`config.mk`:
```
export PLATFORM = sky130hd
export DESIGN_NAME = qrt_retimer
export DESIGN_NICKNAME = d
export VERILOG_FILES = /design/src/rtl/qrt_pkg.sv /design/src/rtl/qrt_sync.sv /design/src/rtl/qrt_retimer.sv
export SDC_FILE = /design/constraint.sdc
export NUM_CORES = 1
export LEC_CHECK = 0
export ABC_CLOCK_PERIOD_IN_PS = 4000
export BUFFER_PORTS_ARGS = -buffer_cell sky130_fd_sc_hd__buf_2
export CAP_MARGIN = 0
export CORE_MARGIN = 2
export CORE_UTILIZATION = 40
export CTS_CLUSTER_DIAMETER = 100
export CTS_CLUSTER_SIZE = 12
export DETAILED_ROUTE_END_ITERATION = 16
export SLEW_MARGIN = 25
export SYNTH_ARGS = -nofsm -noshare
export SYNTH_HDL_FRONTEND = slang
export SYNTH_HIERARCHICAL = 1
export SYNTH_SLANG_ARGS = --single-unit
```
`constraint.sdc`:
```
create_clock -name clk -period 4 [get_ports clk]
set_clock_uncertainty 0.1 [all_clocks]
set_input_delay 0.2 -clock clk [delete_from_list [all_inputs] [get_ports clk]]
set_output_delay 0.2 -clock clk [all_outputs]
set_load 0.03 [all_outputs]
```
`src/rtl/qrt_pkg.sv`:
```
package qrt_pkg;
    // ----------------------------------------
    // sizes and reset values
    // ----------------------------------------
    localparam int NUM_CH = 4;
    localparam int SYNC_STAGES = 2;
    localparam logic [NUM_CH-1:0] DATA_RST = 4'h0;
    localparam logic PIN_RST = 1'h0;

    // ----------------------------------------
    // states
    // ----------------------------------------
    typedef enum logic [3:0] {
        ST_OFF  = 4'h1,
        ST_THRU = 4'h2,
        ST_WAIT = 4'h4,
        ST_SYNC = 4'h8
    } qrt_state_t;
endpackage : qrt_pkg

```
`src/rtl/qrt_sync.sv`:
```
`timescale 1ns/1ns
module qrt_sync #(
    parameter int WIDTH = 7
) (
    // clock and reset
    input wire logic clk,
    input wire logic rstn,
    // levels
    input wire logic [WIDTH-1:0] pinIn,
    output logic [WIDTH-1:0] pinOut
);
    // ----------------------------------------
    // two-stage synchroniser
    // ----------------------------------------
    logic [WIDTH-1:0] stage1;
    logic [WIDTH-1:0] next_stage1;
    logic [WIDTH-1:0] next_pinOut;

    always_comb begin
        if (!rstn) begin
            next_stage1 = '0;
            next_pinOut = '0;
        end else begin
            next_stage1 = pinIn;
            next_pinOut = stage1;
        end
    end

    always_ff @(posedge clk) begin
        stage1 <= next_stage1;
        pinOut <= next_pinOut;
    end
endmodule : qrt_sync

```
`src/rtl/qrt_retimer.sv`:
```
// Operation
// - four channels, each input to own output, sharing select, clock, enable
// - select high: each output follows its own input, no clocking
// - select high: capture clock activity is ignored
// - select low: all inputs captured together on capture clock rising edge, except an edge in the first cycle after enabling
// - enable high: outputs active and show selected mode's data; with select low, outputs stay low until the first capture after enabling
// - enable low: every output driven low
// - while disabled, clock, select and data changes are disregarded
`timescale 1ns/1ns
module qrt_retimer #(
    parameter int NUM_CH = qrt_pkg::NUM_CH
) (
    // clock and reset
    input wire logic clk,
    input wire logic rstn,
    // control pins
    input wire logic enPin,
    input wire logic selPin,
    input wire logic capClk,
    // channel data
    input wire logic [NUM_CH-1:0] dataIn,
    output logic [NUM_CH-1:0] dataOut
);
    // ----------------------------------------
    // input synchronisers
    // ----------------------------------------
    logic [NUM_CH+2:0] pinSync;
    logic enS;
    logic selS;
    logic capClkS;
    logic [NUM_CH-1:0] dataS;

    qrt_sync #(
        .WIDTH(NUM_CH + 3)
    ) u_sync (
        .clk(clk),
        .rstn(rstn),
        .pinIn({enPin, selPin, capClk, dataIn}),
        .pinOut(pinSync)
    );

    assign {enS, selS, capClkS, dataS} = pinSync;

    // ----------------------------------------
    // state and capture
    // ----------------------------------------
    qrt_pkg::qrt_state_t state;
    qrt_pkg::qrt_state_t next_state;
    logic capClkPrev;
    logic next_capClkPrev;
    logic [NUM_CH-1:0] held;
    logic [NUM_CH-1:0] next_held;
    logic [NUM_CH-1:0] next_dataOut;
    logic rise;

    assign rise = capClkS & ~capClkPrev;

    always_comb begin
        next_state = state;
        next_held = held;
        next_dataOut = '0;
        next_capClkPrev = capClkS;
        if (!rstn) begin
            next_state = qrt_pkg::ST_OFF;
            next_held = qrt_pkg::DATA_RST;
            next_capClkPrev = qrt_pkg::PIN_RST;
        end else if (!enS) begin
            next_state = qrt_pkg::ST_OFF;
        end else if (selS) begin
            next_state = qrt_pkg::ST_THRU;
            next_held = dataS;
            next_dataOut = dataS;
        end else begin
            case (state)
                qrt_pkg::ST_OFF: begin
                    next_state = qrt_pkg::ST_WAIT;
                end
                qrt_pkg::ST_WAIT: begin
                    if (rise) begin
                        next_state = qrt_pkg::ST_SYNC;
                        next_held = dataS;
                        next_dataOut = dataS;
                    end
                end
                qrt_pkg::ST_THRU, qrt_pkg::ST_SYNC: begin
                    next_state = qrt_pkg::ST_SYNC;
                    if (rise) begin
                        next_held = dataS;
                        next_dataOut = dataS;
                    end else begin
                        next_dataOut = held;
                    end
                end
                default: begin
                    next_state = qrt_pkg::ST_OFF;
                end
            endcase
        end
    end

    always_ff @(posedge clk) begin
        state <= next_state;
        held <= next_held;
        dataOut <= next_dataOut;
        capClkPrev <= next_capClkPrev;
    end

    generate
        for (genvar i = 0; i < NUM_CH; i++) begin : g_ch

        end
    endgenerate
endmodule : qrt_retimer

```
==> results_dict.tcl, run 1 <==
set metrics [dict create \
    yosysSeqAreaShare_pct 49.9 \
    cts_setup_buffers 0 \
    relSlewSlack_pct 63.0 \
    avgSynthCellArea_um2 10.1 \
    grt_overflow 0 \
    worstSkewPairLatency_ns 0.32 \
    wl_per_cell_um 11.5 \
    drc 0 \
    cp_slowest_cell "nor2b_1" \
    crit_buf_inv 0 \
    setup_tns_ns 0 \
    power-per-cell-area_mw_per_mm2 350 \
    post_cts_resized 0 \
    finalCritPeriodShare_pct 41.0 \
    rsz0062_at_grt "no" \
    clock_path_buffers 2 \
    crit_fanout 9 \
    tightest_slew_ns 0.554 \
    syn_nets 116 \
    cts_tree "yes" \
    clockRootBuffer "clkbuf_4" \
    pin_count 13 \
    drv_cap 0 \
    critPathCaptureType "register" \
    p_leak_uw 0.000491 \
    syn-cell-area_mm2 0.00108 \
    clk_pin_slew_worst_paths_ns 0.14 \
    critPathMaxStageDelay_ns 0.47 \
    finalHoldViolations 0 \
    gp_congestion 0.802 \
    die_h_um 56.0 \
    crit_type "register to register" \
    nNetsFinal 133 \
    hold_path.class "input port to register" \
    final_cell_mix "dfxtp_1, buf_2, a21oi_1, and2_2, dlygate4sd3_1" \
    drv_slew 0 \
    cts.sinks 27 \
    async_flop_share_pct 0 \
    rows 18 \
    cts_buffers 3 \
    start_util_pct 43.0 \
    status "finished, final reports clean" \
    via_count 769 \
    grt_use_total_pct 12.0 \
    hold_buffers 7 \
    path_cells "nor2b_1, mux2_2, a32oi_1, nor2_1" \
    first_pass_iters 4 \
    grt_pass1_wl_mm 3.00 \
    synth_edf_count 0 \
    area_growth_pct 13.2 \
    htree_levels 1 \
    drive_above_1_share_pct 25.2 \
    antenna_found_initial 0 \
    crit_arrival_ns 1.77 \
    critPathRequiredTime_ns 4.13 \
    grt_max_degree 22 \
    synth_cell_types 35 \
    final_util_pct 48.6 \
    setup_viol 0 \
    finalWorstSetupSlack_ns 2.36 \
    synth_flop_cell "dfxtp_1" \
    ys_ff_latch 27 \
    diodes 0 \
    worst_setup_path_start_kind "register" \
    max_freq_mhz 610 \
    io_buffers 12 \
    core_area_mm2 0.00252 \
    ant_nets 0 \
    die_area_mm2 0.00314 \
    multiInputGateArea_um2 480 \
    pre_cts_ws_ns 2.38 \
    regArea_um2 541 \
    critPathTopFamily "simple AND/OR/NAND/NOR gates" \
    routed_wl_mm 1.75 \
    hpwl_mm 1.20 \
    drt_iter0_markers 13 \
    ir_worst_vdd_v 0.000295 \
    ys_warn_count 6 \
    filler_cell_count 241 \
    synth_cells 107 \
    grt_pass1_vias 715 \
    final_common_cell "dfxtp_1" \
    layout_min_cycle_time_ns 1.64 \
    via_per_inst 5.03 \
    die_w_um 56.0 \
]
## stage by stage
| step | hold slack, ns | cell area (um2) | instances | power [uW] |
|---|---|---|---|---|
| 2_1_floorplan | 0.191 | 1080 | 107 | 308 |
| 3_3_place_gp | 0.315 | 1130 | 142 | 312 |
| 3_5_place_dp | 0.319 | 1130 | 142 | 314 |
| 4_1_cts | 0.126 | 1230 | 153 | 436 |
| 5_1_grt | 0.138 | 1230 | 153 | 454 |
| 6_report | 0.121 | 1230 | 153 | 429 |
## cell usage after synthesis, types with 2 or more instances
| library cell | n | share of area, % |
|---|---|---|
| a21oi_1 | 10 | 4.6 |
| a311oi_1 | 3 | 2.4 |
| and2_1 | 5 | 2.9 |
| and2_2 | 10 | 6.9 |
| buf_2 | 2 | 0.92 |
| buf_6 | 3 | 3.1 |
| dfxtp_1 | 27 | 50 |
| inv_1 | 2 | 0.69 |
| mux2i_1 | 3 | 2.8 |
| nand2_1 | 5 | 1.7 |
| nand2b_1 | 2 | 1.2 |
| nor2_1 | 6 | 2.1 |
| nor2b_1 | 2 | 1.2 |
| nor3_1 | 3 | 1.4 |
| o21ai_0 | 3 | 1.4 |
| xor2_1 | 2 | 1.6 |
## worst register-to-register path: stages, from the launching register on
cell     delay, ns
dfxtp_1       0.34
nor2b_1       0.47
mux2_2        0.40
a32oi_1       0.19
nor2_1        0.05
## area by class of cell
| class | instances | share of cell area (%) |
|---|---|---|
| flip-flops and latches | 27 | 44.1 |
| multi-input cells | 71 | 39.2 |
| repair buffers | 19 | 10.6 |
| well taps | 30 | 3.06 |
| clock buffers | 3 | 1.84 |
| clock inverters | 1 | 0.612 |
| inverters | 2 | 0.612 |
## kinds of logic after synthesis
logic type	count (synthesis)	share of synthesized area, %
AND/OR/NAND/NOR	42	24.8
flip-flops	27	49.9
AO/OA/AOI/OAI	22	13.3
buffers and inverters	9	5.77
multiplexers	4	3.81
XOR/XNOR	3	2.43
## report_power, final
| part | internal (uW) | switching [uW] |
|---|---|---|
| clock network | 38.3 | 77.6 |
| logic | 16.8 | 11.9 |
| registers | 278 | 6.55 |
| total | 333 | 96.0 |
## final timing paths
kind / start / end / slack [ns] / cells past startpoint
setup / recovery: u_sync/pinOut[4]$_SDFF_PN0_ / dataOut[1]$_SDFF_PN0_ / 2.36 / 4
hold / removal: rstn / state[0]$_SDFFE_PN1P_ / 0.12 / 2
setup reg to reg: u_sync/pinOut[4]$_SDFF_PN0_ / dataOut[1]$_SDFF_PN0_ / 2.36 / 4
hold reg to reg: u_sync/stage1[3]$_SDFF_PN0_ / u_sync/pinOut[3]$_SDFF_PN0_ / 0.35 / 1
## flip-flops by register name (all words and copies together) (netlist names)
register       count
u_sync/pinOut      7
u_sync/stage1      7
dataOut            4
held               4
state              4
capClkPrev         1
## per-layer routing
metal	track usage, %	routed length, um	vias to the layer above
met1	14.2	799	347
met4	4.76	29	0
met2	19.0	847	18
met5	0	0	-
met3	5.12	77	5
li1	-	-	399
(Power assumes the default switching activity.)
==> inputs of run 2 (changes only) <==
--- a/config.mk
+++ b/config.mk
@@ -5,7 +5,7 @@
 export SDC_FILE = /design/constraint.sdc
 export NUM_CORES = 1
 export LEC_CHECK = 0
-export ABC_CLOCK_PERIOD_IN_PS = 4000
+export ABC_CLOCK_PERIOD_IN_PS = 1400
 export BUFFER_PORTS_ARGS = -buffer_cell sky130_fd_sc_hd__buf_2
 export CAP_MARGIN = 0
 export CORE_MARGIN = 2
==> constraint.sdc (replaced) <==
create_clock -name clk -period 1.4 [get_ports clk]
set_clock_uncertainty 0.1 [all_clocks]
set_input_delay 0.07 -clock clk [delete_from_list [all_inputs] [get_ports clk]]
set_output_delay 0.07 -clock clk [all_outputs]
set_load 0.03 [all_outputs]
==> results_dict.tcl, run 2 (synthesis results as in run 1) <==
set metrics [dict create \
    ir_worst_vdd_v 0.000861 \
    hold_path.class "register to register" \
    regArea_um2 552 \
    layout_min_cycle_time_ns 1.40 \
    relSlewSlack_pct 82.9 \
    antenna_found_initial 0 \
    worst_setup_path_start_kind "register" \
    nNetsFinal 148 \
    finalCritPeriodShare_pct 99.8 \
    r2r-end "held[3]$_SDFFE_PN0P_" \
    final_common_cell "dfxtp_1" \
    drv_cap 0 \
    crit_type "register to register" \
    grt_overflow 0 \
    drc 0 \
    endpoint "held[3]$_SDFFE_PN0P_" \
    r2r_cells 4 \
    power-per-cell-area_mw_per_mm2 895 \
    p_total_uw 1290 \
    cp_slowest_cell "dfxtp_4" \
    final_util_pct 56.9 \
    cts_tree "yes" \
    via_count 871 \
    wl_per_cell_um 12.2 \
    filler_cell_count 213 \
    start_util_pct 43.0 \
    max_freq_mhz 716 \
    clk_pin_slew_worst_paths_ns 0.15 \
    grt_pass1_vias 820 \
    hpwl_mm 1.46 \
    grt_pass1_wl_mm 3.55 \
    clock_path_buffers 2 \
    fin_cells 168 \
    rsz0062_at_grt "yes" \
    crit_fanout 6 \
    drv_slew 0 \
    dp.cells 156 \
    p_leak_uw 0.000588 \
    setup_tns_ns 0 \
    clockRootBuffer "clkbuf_4" \
    drt_iter0_markers 13 \
    first_pass_iters 4 \
    finalHoldViolations 0 \
    io_buffers 12 \
    die_area_mm2 0.00314 \
    cts_buffers 3 \
    r2r_start "state[2]$_SDFFE_PP0P_" \
    final_cell_mix "dfxtp_1, buf_2, buf_4" \
    critPathMaxStageDelay_ns 0.40 \
    grt_use_total_pct 14.2 \
    crit_arrival_ns 1.53 \
    rows 18 \
    r2r_setup_slack_ns 0.003 \
    tightest_slew_ns 0.249 \
    ant_nets 0 \
    largestRegisters "u_sync/pinOut: 7 flops, u_sync/stage1: 7 flops" \
    grt_max_degree 18 \
    cts.sinks 27 \
    via_per_inst 5.18 \
    core_area_mm2 0.00252 \
    diodes 0 \
    multiInputGateArea_um2 552 \
    critPathCaptureType "register" \
    worstSkewPairLatency_ns 0.34 \
    drive_above_1_share_pct 44.9 \
    gp_congestion 0.784 \
    critPathRequiredTime_ns 1.53 \
    die_h_um 56.0 \
    pin_count 13 \
    htree_levels 1 \
    area_growth_pct 32.6 \
    path_cells "xor2_1, a211o_4, a21oi_2, a311oi_2" \
    critical_path.startpoint "state[2]$_SDFFE_PP0P_" \
    setup_viol 0 \
    cts_setup_buffers 0 \
    routed_wl_mm 2.05 \
    die_w_um 56.0 \
    status "finished, final reports clean" \
]
-- run 2: changes by cell type in the layout (fill, tap and decap cells not counted), moves of 2 or more --
cell,previous run,this run
a21oi_1,10,6
a21oi_2,0,4
a311oi_1,3,0
a311oi_2,0,3
buf_4,0,11
buf_6,0,3
dfxtp_1,27,22
dfxtp_2,0,3
dfxtp_4,0,2
nor2b_1,2,0
-- run 2: report_power, final --
| part | switching [uW] | internal (uW) | total, uW |
|---|---|---|---|
| Sequential | 16.2 | 791 | 807 |
| Combinational | 48.4 | 67.3 | 116 |
| Clock | 247 | 117 | 364 |
| Total | 311 | 975 | 1290 |
-- run 2: how the worst min path moves through the flow --
| stage | startpoint | to | depth (start not counted) |
|---|---|---|---|
| floorplan | rstn | state[0]$_SDFFE_PN1P_ | 1 |
| global placement | capClk | u_sync/stage1[4]$_SDFF_PN0_ | 2 |
| detailed placement | dataIn[1] | u_sync/stage1[1]$_SDFF_PN0_ | 2 |
| CTS | u_sync/stage1[3]$_SDFF_PN0_ | u_sync/pinOut[3]$_SDFF_PN0_ | 1 |
| global route | capClk | u_sync/stage1[4]$_SDFF_PN0_ | 3 |
| finish | u_sync/stage1[3]$_SDFF_PN0_ | u_sync/pinOut[3]$_SDFF_PN0_ | 1 |
-- run 2: metal layers --
metal  vias up  GRT usage (%)  part of all wire, %
li1        435              -                    -
met1       407           16.8                   44
met2        22           23.5                   49
met3         7           4.65                  4.0
met4         0           6.12                  2.5
met5         -              0                    0
-- run 2: critical path, delay by kind of cell, from the launching register on --
kind           cells  cell delay [ns]
AO/OA/AOI/OAI      3             0.60
flip-flops         1             0.40
XOR/XNOR           1             0.18
-- run 2: per-stage QoR --
step / worst slack [ns] / hold slack, ns / area (um2)
floorplan: 0.0570 / 0.0613 / 1080
finish: 0.00344 / 0.352 / 1440
global placement: 0.0250 / 0.188 / 1230
CTS: -0.0133 / 0.357 / 1370
detailed placement: -0.0503 / 0.196 / 1230
global route: -0.0509 / 0.366 / 1440
-- run 2: cell type report --
type / count / share of cell area, %
well taps: 30 / 2.61
multi-input cells: 71 / 38.4
inverters: 2 / 0.523
clock inverters: 1 / 0.610
repair buffers: 34 / 17.9
clock buffers: 3 / 1.57
flip-flops and latches: 27 / 38.4
-- run 2: repair_timing --
item / in CTS / in global routing
hold buffers: 8 / 0
pin swaps: 3 / 9
hold endpoints to repair: 13 / 0
endpoints found under the setup margin: 7 / 6
gates resized for setup: 10 / 15
